**src/pkg/tcx_pkg.sv**
```systemverilog
// Purpose: Shared constants for the sixteen-bit timer/counter block.
// Assumes: APB slave with 32-bit data, one aligned word per register.
// Notes: Offsets, field positions, reset values and timing counts live here.
package tcx_pkg;

    // ----------------------------------------------------------------
    // Register byte offsets.
    // ----------------------------------------------------------------
    localparam logic [7:0] TCX_OFS_COUNT_LOW = 8'h00;
    localparam logic [7:0] TCX_OFS_COUNT_HIGH = 8'h04;
    localparam logic [7:0] TCX_OFS_CONTROL = 8'h08;
    localparam logic [7:0] TCX_OFS_FLAG = 8'h0c;
    localparam logic [7:0] TCX_OFS_ENABLE = 8'h10;
    localparam logic [7:0] TCX_OFS_SYSCLK = 8'h14;

    // ----------------------------------------------------------------
    // Control register field positions.
    // ----------------------------------------------------------------
    localparam int TCX_BIT_RUN = 0;
    localparam int TCX_BIT_SRC = 1;
    localparam int TCX_BIT_NOSYNC = 2;
    localparam int TCX_BIT_OSCEN = 3;
    localparam int TCX_BIT_PS_LO = 4;
    localparam int TCX_BIT_PS_HI = 5;
    localparam int TCX_BIT_STATUS = 6;
    localparam int TCX_BIT_WIDE = 7;

    // ----------------------------------------------------------------
    // System clock control register field positions.
    // ----------------------------------------------------------------
    localparam int TCX_BIT_SCS_LO = 0;
    localparam int TCX_BIT_SCS_HI = 1;
    localparam int TCX_BIT_IDLE = 7;

    // ----------------------------------------------------------------
    // Reset values and encodings.
    // ----------------------------------------------------------------
    localparam logic [7:0] TCX_CONTROL_RST = 8'h00;
    localparam logic [15:0] TCX_COUNT_RST = 16'h0000;
    localparam logic [15:0] TCX_COUNT_MAX = 16'hffff;
    localparam logic [1:0] TCX_SCS_CRYSTAL = 2'h1;
    localparam logic [1:0] TCX_CYCLE_DIV = 2'h3;

    // Power modes of the device as seen by this block.
    typedef enum logic [1:0] {
        TCX_PM_RUN = 2'b00,
        TCX_PM_XRUN = 2'b01,
        TCX_PM_XIDLE = 2'b10,
        TCX_PM_OTHER = 2'b11
    } tcx_pmode_t;

endpackage

```
**src/rtl/tcx_edge.sv**
```systemverilog
// Purpose: Rising-edge detector for the external count input.
// Assumes: Input is synchronous when bypassing the synchroniser.
// Notes: Synchronised path uses two flops, the first read only by the second.
`timescale 1ns/100ps
module tcx_edge
    import tcx_pkg::*;
(
    input wire logic clock_in,
    input wire logic srst_in,
    input wire logic ext_in,
    input wire logic bypass_in,
    output logic rise_out
);

    // ----------------------------------------------------------------
    // Synchroniser and edge history.
    // ----------------------------------------------------------------
    logic meta_q; // First synchroniser stage.
    logic sync_q; // Second synchroniser stage.
    logic prev_q; // Previous selected level.
    logic level;  // Level chosen by the bypass control.

    // Two-flop synchroniser chain.
    always_ff @(posedge clock_in)
    begin
        if (srst_in)
        begin
            meta_q <= 1'b0;
            sync_q <= 1'b0;
        end
        else
        begin
            meta_q <= ext_in;
            sync_q <= meta_q;
        end
    end

    // Choose synchronised or raw level.
    always_comb
    begin
        level = bypass_in ? ext_in : sync_q;
    end

    // Remember the last level for edge detection.
    always_ff @(posedge clock_in)
    begin
        if (srst_in)
        begin
            prev_q <= 1'b0;
        end
        else
        begin
            prev_q <= level;
        end
    end

    // A rising edge is a low-to-high step of the chosen level.
    always_comb
    begin
        rise_out = level & ~prev_q;
    end

endmodule // tcx_edge

```
**src/rtl/tcx_prescale.sv**
```systemverilog
// Purpose: Ratio prescaler of 1, 2, 4 or 8 for the timer count pulses.
// Assumes: Ticks are single-cycle pulses.
// Notes: A clear restarts the division from zero.
`timescale 1ns/100ps
module tcx_prescale
    import tcx_pkg::*;
#(
    parameter int PS_W = 3
)
(
    input wire logic clock_in,
    input wire logic srst_in,
    input wire logic clear_in,
    input wire logic tick_in,
    input wire logic [1:0] ratio_in,
    output logic pulse_out
);

    // ----------------------------------------------------------------
    // Division counter.
    // ----------------------------------------------------------------
    logic [PS_W-1:0] cnt_q; // Ticks counted so far.
    logic [PS_W-1:0] last;  // Count value that completes one period.

    // Last count for each ratio: 1:1, 1:2, 1:4, 1:8.
    always_comb
    begin
        case (ratio_in)
            2'h0: last = PS_W'(0);
            2'h1: last = PS_W'(1);
            2'h2: last = PS_W'(3);
            default: last = PS_W'(7);
        endcase
    end

    // Count ticks and wrap at the end of a period.
    always_ff @(posedge clock_in)
    begin
        if (srst_in || clear_in)
        begin
            cnt_q <= '0;
        end
        else if (tick_in)
        begin
            cnt_q <= (cnt_q >= last) ? '0 : cnt_q + PS_W'(1);
        end
    end

    // One output pulse per completed period.
    always_comb
    begin
        pulse_out = tick_in && !clear_in && (cnt_q >= last);
    end

endmodule // tcx_prescale

```
**src/rtl/tcx_timer.sv**
```systemverilog
// Purpose: Sixteen-bit timer/counter with APB registers and crystal control.
// Assumes: All inputs are synchronous to clock_in; APB answers with no wait.
// Notes: Oscillator pins are modelled as enable/direction levels only.
//
// Functional notes
// - Count pair counts up, wraps to zero.
// - Wrap sets overflow flag; enable gates request.
// - Count advances only while run bit set.
// - Source: cycle clock or external rising edge.
// - Sync bit zero synchronises external input.
// - Prescale select gives 1, 2, 4, 8.
// - Oscillator runs only while enable set.
// - Enabled oscillator forces pins input, read zero.
// - Status bit shows system clock from crystal.
// - Select code 01 enters secondary run.
// - Sleep in secondary run enters idle unless idle bit set.
// - Oscillator keeps running in power modes.
// - Monitor failover updates clock status bit.
// - Mode bit selects sixteen-bit or byte access.
// - Wide mode: low read copies high byte to buffer.
// - Wide mode: low write loads high from buffer.
// - Wide mode: high byte only via buffer.
// - Low writes clear prescaler; high writes don't.
//
// Implementation choices: the APB slave port and the address map.
`timescale 1ns/100ps
module tcx_timer
    import tcx_pkg::*;
#(
    parameter int ADDR_W = 8
)
(
    input wire logic clock_in,
    input wire logic srst_in,
    input wire logic psel_in,
    input wire logic penable_in,
    input wire logic pwrite_in,
    input wire logic [ADDR_W-1:0] paddr_in,
    input wire logic [31:0] pwdata_in,
    input wire logic [3:0] pstrb_in,
    output logic [31:0] prdata_out,
    output logic pready_out,
    output logic pslverr_out,
    input wire logic ext_clk_in,
    input wire logic crystal_clk_in,
    input wire logic sleep_in,
    input wire logic monitor_enable_in,
    input wire logic crystal_fail_in,
    input wire logic [1:0] pin_dir_in,
    input wire logic [1:0] pin_level_in,
    output logic overflow_irq_out,
    output logic crystal_osc_run_out,
    output logic [1:0] pin_dir_eff_out,
    output logic [1:0] pin_read_out,
    output logic [1:0] power_mode_out
);

    // ----------------------------------------------------------------
    // Register state.
    // ----------------------------------------------------------------
    logic [7:0] control_q;       // Writable control bits (status bit kept zero).
    logic [15:0] count_q;        // The counter pair.
    logic [7:0] high_buf_q;      // High byte buffer for wide access.
    logic overflow_flag_q;       // Sticky overflow flag.
    logic overflow_irq_enable_q; // Overflow request enable.
    logic [1:0] sysclk_select_q; // System clock select field.
    logic idle_on_sleep_q;       // Stay in secondary run rather than idle on sleep request.
    logic [1:0] cyc_q;           // Divider for the instruction cycle.
    logic status_q;              // System clock from crystal status.
    tcx_pmode_t pmode_q;         // Current power mode.

    // ----------------------------------------------------------------
    // Bus decode.
    // ----------------------------------------------------------------
    logic access;     // Access phase of any transfer.
    logic wr;         // Write taking effect this edge.
    logic rd;         // Read taking effect this edge.
    logic hit_low;    // Address is the low count byte.
    logic hit_high;   // Address is the high count byte.
    logic hit_ctl;    // Address is the control register.
    logic hit_flag;   // Address is the flag register.
    logic hit_en;     // Address is the enable register.
    logic hit_sys;    // Address is the system clock register.
    logic mapped;     // Address is any known register.
    logic [7:0] wbyte; // Written byte.
    logic wide;       // Wide access mode active.

    always_comb
    begin
        access = psel_in && penable_in;
        hit_low = (paddr_in == ADDR_W'(TCX_OFS_COUNT_LOW));
        hit_high = (paddr_in == ADDR_W'(TCX_OFS_COUNT_HIGH));
        hit_ctl = (paddr_in == ADDR_W'(TCX_OFS_CONTROL));
        hit_flag = (paddr_in == ADDR_W'(TCX_OFS_FLAG));
        hit_en = (paddr_in == ADDR_W'(TCX_OFS_ENABLE));
        hit_sys = (paddr_in == ADDR_W'(TCX_OFS_SYSCLK));
        mapped = hit_low | hit_high | hit_ctl | hit_flag | hit_en | hit_sys;
        wr = access && pwrite_in && mapped && pstrb_in[0];
        rd = access && !pwrite_in && mapped;
        wbyte = pwdata_in[7:0];
        wide = control_q[TCX_BIT_WIDE];
    end

    // ----------------------------------------------------------------
    // Count source selection.
    // ----------------------------------------------------------------
    logic osc_en;    // Crystal oscillator enabled.
    logic ext_level; // External level: crystal or clock pin.
    logic ext_rise;  // Rising edge of the external source.
    logic cyc_tick;  // One pulse per instruction cycle.
    logic src_tick;  // Selected source pulse.
    logic ps_pulse;  // Prescaled pulse.
    logic ps_clear;  // Prescaler restart.
    logic inc;       // Counter increments this cycle.

    always_comb
    begin
        osc_en = control_q[TCX_BIT_OSCEN];
        ext_level = osc_en ? crystal_clk_in : ext_clk_in;
        cyc_tick = (cyc_q == TCX_CYCLE_DIV);
        src_tick = control_q[TCX_BIT_SRC] ? ext_rise : cyc_tick;
        ps_clear = wr && hit_low;
        inc = control_q[TCX_BIT_RUN] && ps_pulse;
    end

    // Instruction cycle divider: system clock over four.
    always_ff @(posedge clock_in)
    begin
        cyc_q <= srst_in ? 2'h0 : cyc_q + 2'h1;
    end

    tcx_edge u_edge (
        .clock_in(clock_in),
        .srst_in(srst_in),
        .ext_in(ext_level),
        .bypass_in(control_q[TCX_BIT_NOSYNC]),
        .rise_out(ext_rise)
    );

    tcx_prescale #(.PS_W(3)) u_prescale (
        .clock_in(clock_in),
        .srst_in(srst_in),
        .clear_in(ps_clear),
        .tick_in(src_tick),
        .ratio_in(control_q[TCX_BIT_PS_HI:TCX_BIT_PS_LO]),
        .pulse_out(ps_pulse)
    );

    // ----------------------------------------------------------------
    // Control registers.
    // ----------------------------------------------------------------
    // Control register write; the status bit is read-only.
    always_ff @(posedge clock_in)
    begin
        if (srst_in)
            control_q <= TCX_CONTROL_RST;
        else if (wr && hit_ctl)
            control_q <= wbyte & ~(8'h01 << TCX_BIT_STATUS);
    end

    // System clock select and idle control.
    always_ff @(posedge clock_in)
    begin
        if (srst_in)
        begin
            sysclk_select_q <= 2'h0;
            idle_on_sleep_q <= 1'b0;
        end
        else if (wr && hit_sys)
        begin
            sysclk_select_q <= wbyte[TCX_BIT_SCS_HI:TCX_BIT_SCS_LO];
            idle_on_sleep_q <= wbyte[TCX_BIT_IDLE];
        end
    end

    // Overflow request enable.
    always_ff @(posedge clock_in)
    begin
        if (srst_in)
            overflow_irq_enable_q <= 1'b0;
        else if (wr && hit_en)
            overflow_irq_enable_q <= wbyte[0];
    end

    // ----------------------------------------------------------------
    // Counter and buffer.
    // ----------------------------------------------------------------
    // Counter: low writes, direct high writes in byte mode, increments.
    always_ff @(posedge clock_in)
    begin
        if (srst_in)
        begin
            count_q <= TCX_COUNT_RST;
        end
        else if (wr && hit_low)
        begin
            count_q <= wide ? {high_buf_q, wbyte} : {count_q[15:8], wbyte};
        end
        else if (wr && hit_high && !wide)
        begin
            count_q <= {wbyte, count_q[7:0]};
        end
        else if (inc)
        begin
            count_q <= count_q + 16'h0001;
        end
    end

    // High byte buffer: in wide mode, written at high address, loaded on low reads.
    always_ff @(posedge clock_in)
    begin
        if (srst_in)
        begin
            high_buf_q <= 8'h00;
        end
        else if (wide && rd && hit_low)
            high_buf_q <= count_q[15:8];
        else if (wide && wr && hit_high)
            high_buf_q <= wbyte;
    end

    // Overflow flag: set on wrap; set wins over a software clear.
    always_ff @(posedge clock_in)
    begin
        if (srst_in)
        begin
            overflow_flag_q <= 1'b0;
        end
        else if (inc && count_q == TCX_COUNT_MAX && !(wr && (hit_low || (hit_high && !wide))))
        begin
            overflow_flag_q <= 1'b1;
        end
        else if (wr && hit_flag)
            overflow_flag_q <= wbyte[0];
    end

    // ----------------------------------------------------------------
    // Power mode and clock status.
    // ----------------------------------------------------------------
    // Power mode tracking from the select field and sleep request.
    always_ff @(posedge clock_in)
    begin
        if (srst_in)
        begin
            pmode_q <= TCX_PM_RUN;
        end
        else
        begin
            case (pmode_q)
                TCX_PM_RUN, TCX_PM_OTHER:
                begin
                    pmode_q <= (sysclk_select_q == TCX_SCS_CRYSTAL) ? TCX_PM_XRUN : TCX_PM_RUN;
                end
                TCX_PM_XRUN:
                begin
                    if (sysclk_select_q != TCX_SCS_CRYSTAL)
                        pmode_q <= TCX_PM_RUN;
                    else if (sleep_in && !idle_on_sleep_q)
                        pmode_q <= TCX_PM_XIDLE;
                end
                TCX_PM_XIDLE:
                begin
                    if (!sleep_in)
                        pmode_q <= TCX_PM_XRUN;
                end
                default:
                begin
                    pmode_q <= TCX_PM_RUN;
                end
            endcase
        end
    end

    // Status bit: crystal supplies the clock, unless the monitor failed it.
    always_ff @(posedge clock_in)
    begin
        if (srst_in)
        begin
            status_q <= 1'b0;
        end
        else
        begin
            status_q <= (pmode_q == TCX_PM_XRUN || pmode_q == TCX_PM_XIDLE)
                && !(monitor_enable_in && crystal_fail_in);
        end
    end

    // ----------------------------------------------------------------
    // Registered outputs.
    // ----------------------------------------------------------------
    // Oscillator, pin and request outputs.
    always_ff @(posedge clock_in)
    begin
        if (srst_in)
        begin
            overflow_irq_out <= 1'b0;
            crystal_osc_run_out <= 1'b0;
            pin_dir_eff_out <= 2'h3;
            pin_read_out <= 2'h0;
            power_mode_out <= 2'h0;
        end
        else
        begin
            overflow_irq_out <= overflow_flag_q && overflow_irq_enable_q;
            crystal_osc_run_out <= osc_en;
            pin_dir_eff_out <= osc_en ? 2'h3 : pin_dir_in;
            pin_read_out <= osc_en ? 2'h0 : pin_level_in;
            power_mode_out <= pmode_q;
        end
    end

    // APB answer: zero wait, error on unmapped addresses.
    always_ff @(posedge clock_in)
    begin
        if (srst_in)
        begin
            prdata_out <= 32'h0000_0000;
            pready_out <= 1'b0;
            pslverr_out <= 1'b0;
        end
        else
        begin
            pready_out <= psel_in && !penable_in;
            pslverr_out <= psel_in && !penable_in && !mapped;
            prdata_out <= 32'h0000_0000;
            if (psel_in && !penable_in && !pwrite_in)
            begin
                if (hit_low)
                    prdata_out <= {24'h000000, count_q[7:0]};
                else if (hit_high)
                    prdata_out <= {24'h000000, wide ? high_buf_q : count_q[15:8]};
                else if (hit_ctl)
                    prdata_out <= {24'h000000, control_q[7], status_q, control_q[5:0]};
                else if (hit_flag)
                    prdata_out <= {31'h00000000, overflow_flag_q};
                else if (hit_en)
                    prdata_out <= {31'h00000000, overflow_irq_enable_q};
                else if (hit_sys)
                    prdata_out <= {24'h000000, idle_on_sleep_q, 5'h00, sysclk_select_q};
            end
        end
    end

endmodule // tcx_timer
```
**config.mk**
```make
export PLATFORM = sky130hd
export DESIGN_NAME = tcx_timer
export DESIGN_NICKNAME = d
export VERILOG_FILES = /design/src/pkg/tcx_pkg.sv /design/src/rtl/tcx_edge.sv /design/src/rtl/tcx_prescale.sv /design/src/rtl/tcx_timer.sv
export SDC_FILE = /design/constraint.sdc
export NUM_CORES = 1
export LEC_CHECK = 0
export ABC_AREA = 1
export BUFFER_PORTS_ARGS = -buffer_cell sky130_fd_sc_hd__buf_2
export CORE_UTILIZATION = 38
export DETAILED_ROUTE_END_ITERATION = 8
export PLACE_DENSITY = 0.58
export SLEW_MARGIN = 20
export SYNTH_ARGS = -nofsm -noshare
export SYNTH_HDL_FRONTEND = slang
export SYNTH_SLANG_ARGS = --single-unit
```
**constraint.sdc**
```tcl
create_clock -name clock_in -period 2.55 [get_ports clock_in]
set_input_delay 0.3825 -clock clock_in [delete_from_list [all_inputs] [get_ports clock_in]]
set_output_delay 0.3825 -clock clock_in [all_outputs]
set_load 0.02 [all_outputs]
```
==> metrics.log <==
[metrics] result of the run: complete, but fails checks
[metrics] violated checks: DRC
[metrics] required time at the worst-slack endpoint: 2.83 ns
[metrics] clock period minus final worst setup slack: ~2 ns
[metrics] Unique masters post-synth: 40
[metrics] clock latency on the worst-skew pair: 0.35 ns
[metrics] fraction of layout instances using a drive strength above 1: 0.1659
[metrics] number of synthesized flops with an enable pin: 0
[metrics] area of all placed cells without fillers: 4317 µm²
[metrics] final net count: 676
[metrics] antenna diode count: 0
[metrics] total DRC errors in the routed layout: 1
[metrics] kind of end point of the critical path: register
[metrics] final worst hold slack: 0.2191 ns
[metrics] total negative slack for setup checks: 0 ns
[metrics] ratio of final minimum period to clock period: 0.7849
[metrics] Register-to-Register Setup Slack: ~0.55 ns
[metrics] weighted congestion reported at the end of routability-driven placement: just over 0.9
[metrics] clock sink total: 65
[metrics] static leakage: 0.002090 µW
[metrics] Synth area leader: sky130_fd_sc_hd__dfxtp_1
[metrics] flip-flop cell with the highest count after synthesis: sky130_fd_sc_hd__dfxtp_1
[metrics] number of cell rows: 36
[metrics] syn avg cell area: 6.781 µm²
[metrics] Yosys top cell area share: 0.3427
[metrics] Maximum Capacitance Violations: 0
[metrics] number of warnings issued by yosys: 0
[metrics] switch share: 0.2441
[metrics] portion of total power attributed to the clock network: 0.463
[metrics] Die Y-Extent: 102.0 µm
[metrics] Achievable Freq: 0.4996 GHz
[metrics] combinational group share of total power: 0.064
[metrics] number of nets still failing antenna checks after routing: 0
[metrics] Core Box Area: slightly below 10,000 µm²
[metrics] violation count after the first detailed-routing iteration: between 200 and 250
[metrics] biggest fanout along the worst timing path: 5
[metrics] Post-CTS Hold Fix Bufs: 0
[metrics] reported net switching power: approximately 530 µW
[metrics] worst-case setup margin in the final layout: approximately 0.55 ns
[metrics] vias: 3,588
[metrics] async set-or-reset flop fraction in the synthesized netlist: 0
[metrics] Tightest Hold Check Type: in -> reg
[metrics] count of H-tree levels built during CTS: 3
[metrics] via-per-instance ratio: 4.797
[metrics] sum of net half-perimeters after detailed placement: between 7000 and 8000 µm
[metrics] Die Width: 102.0 µm
[metrics] total track usage: 0.2056
[metrics] via count of the first global-routing pass: between 3,000 and 4,000
[metrics] Final Setup Violations: 0
[metrics] startpoint of the worst-slack reg-to-reg timing path: count_q[1]
[metrics] number of buffers inserted during clock tree synthesis: 9
[metrics] postcts setup bufs: 0
[metrics] Worst EP arrival: ~2.3 ns
[metrics] setup repair after global routing missed its margin: false
[metrics] sequential fraction of the synthesis area: 0.3427
[metrics] quantity of I/O buffers inserted on ports: 48
[metrics] worst-case clock buffer depth: 2
[metrics] Cell Area, Synth: approximately 3800 µm²
[metrics] first-pass iteration count of the detailed router: 8
[metrics] total placed instance area: approximately 4100 µm²
[metrics] register share of total power: 0.473
[metrics] Die Outline Area: just over 10,000 µm²
[metrics] I/O pin count: 100
[metrics] number of hold-slack violations in the final timing report: 0
[metrics] P per Cell Area: 503.0 nW/µm²
[metrics] initial antenna violation count: 0
[metrics] clock root cell: sky130_fd_sc_hd__clkbuf_8
[metrics] average wire length per cell after detail routing: 13.30 µm
[metrics] layout overhead on the synthesized area: 13.67%
[metrics] hold path startpoint: pin_dir_in[0]
[metrics] kind of launch point of the worst setup path: register
[metrics] grt ovf: 0
[metrics] wire length of the first global-routing pass: 16,210 µm
[metrics] gate count after technology mapping: 560
[metrics] max-slew violation count: 0
[metrics] Clock Skews: between 0.007 and 0.008 ns
[metrics] worst IR drop on VDD: approximately 0.0003 V
[metrics] cells taking the most area after synthesis: sky130_fd_sc_hd__dfxtp_1 (34%), sky130_fd_sc_hd__nand2_1 (12%), sky130_fd_sc_hd__inv_1 (7.2%)
[metrics] number of flip-flops and latches in the synthesized netlist: 65
[metrics] initial cell density of the core: 0.3903
[metrics] start-to-end type of the worst setup path: reg -> reg
[metrics] P_int: 1641 µW
[metrics] CP startpoint: count_q[1]
[metrics] PostCTS Resize Cnt: 0
[metrics] final WL: 9950 µm
[metrics] clock slew at the register clock pins of the worst setup and hold paths: 0.08 ns
[metrics] maximum number of pins on one net before global-route repair: 22
[metrics] pre-CTS setup slack: 0.4399 ns
[metrics] clock tree from TritonCTS: done
layer usage:
metal / vias up / GRT usage / part of all wire
li1: 1862 / - / -
met5: - / 0 / 0
met2: 118 / 0.3361 / 0.46
met3: 16 / 0.04241 / 0.053
met4: 0 / 0.06264 / 0.019
met1: 1592 / 0.2722 / 0.47
sequential cells by signal, indices dropped and copies added, names as in the netlist, 2 cells and up:
register and cells:
cyc_q 2, u_prescale.cnt_q 3, prdata_out 8, sysclk_select_q 2, control_q 7, pin_read_out 2
pmode_q 2, count_q 16, pin_dir_eff_out 2, power_mode_out 2, high_buf_q 8
placed cells by master, fill, tap and decap left out, drive strengths merged, types with 6 or more instances in the layout:
cell type / count
a21oi: 20
buf: 55
clkbuf: 10
conb: 24
dfxtp: 65
ha: 8
inv: 77
nand2: 132
nand3: 40
nand4: 16
nor2: 78
nor3: 6
o211ai: 7
o21ai: 35
xor2: 11
per-stage QoR:
step           power (µW)  instances  utilization
2_1_floorplan        1163        583            -
3_3_place_gp         1188        732       0.4201
3_5_place_dp         1190        732       0.4201
4_1_cts              2192        748       0.4437
5_1_grt              2265        748       0.4437
6_report             2171        748       0.4437
cells in the mapped netlist, types with 3 or more instances:
cell                        count
sky130_fd_sc_hd__a211oi_1       3
sky130_fd_sc_hd__a21oi_1       20
sky130_fd_sc_hd__nand2_1      124
sky130_fd_sc_hd__buf_2          6
sky130_fd_sc_hd__inv_2          4
sky130_fd_sc_hd__nor2_2         6
sky130_fd_sc_hd__nor3_1         5
sky130_fd_sc_hd__nand3_4        3
sky130_fd_sc_hd__inv_1         73
sky130_fd_sc_hd__nor2_1        70
sky130_fd_sc_hd__buf_4         25
sky130_fd_sc_hd__o2111ai_1      3
sky130_fd_sc_hd__clkbuf_1       7
sky130_fd_sc_hd__o21ai_0       34
sky130_fd_sc_hd__nand3_1       35
sky130_fd_sc_hd__ha_1           8
sky130_fd_sc_hd__nand4_1       16
sky130_fd_sc_hd__or2_2          3
sky130_fd_sc_hd__dfxtp_1       65
sky130_fd_sc_hd__o211ai_1       7
sky130_fd_sc_hd__xor2_1        11
sky130_fd_sc_hd__nand2_2        6
worst paths after layout:
path / depth (start not counted) / to
worst min register to register: 2 / u_edge.sync_q
worst max-delay path: 9 / overflow_flag_q
worst min-delay path: 2 / pin_dir_eff_out[0]
worst max register to register: 9 / overflow_flag_q
worst max-delay path: stages (launching register included):
cell	delay, ns
sky130_fd_sc_hd__dfxtp_1	0.44
sky130_fd_sc_hd__ha_1	0.23
sky130_fd_sc_hd__nand2_1	0.06
sky130_fd_sc_hd__nor2_1	0.29
sky130_fd_sc_hd__nand3_1	0.19
sky130_fd_sc_hd__nor3b_1	0.25
sky130_fd_sc_hd__nand4_1	0.13
sky130_fd_sc_hd__nor2_1	0.11
sky130_fd_sc_hd__nand2_1	0.09
sky130_fd_sc_hd__a21oi_1	0.14
logic make-up (layout without fill, tap and decap cells):
logic type / Yosys count / in the layout / synth area share
and+or+nand+nor: 278 / 278 / 0.3348
buffers and inverters: 117 / 149 / 0.1456
AOI/OAI and AO/OA: 78 / 78 / 0.1196
DFF: 65 / 65 / 0.3427
xor gates and xnor gates: 13 / 13 / 0.02998
adders and majority gates: 8 / 8 / 0.02636
other: 1 / 24 / 0.0009875
power by group through the flow:
stage	logic, µW	registers, µW	clock network (µW)
3_5_place_dp	140	1050	0
2_1_floorplan	107	1060	0
5_1_grt	157	1030	1080
3_3_place_gp	138	1050	0
6_report	140	1030	1010
4_1_cts	140	1030	1030
cell type report:
type,count,area [µm²]
fillers,1045,5413
multi-input cells,401,2029
flip-flops and latches,65,1301
inverters,78,297.8
repair buffers,55,292.8
well taps,133,166.4
clock buffers,10,137.6
clock inverters,6,91.34
No activity file was read; power rests on OpenSTA's default activity.
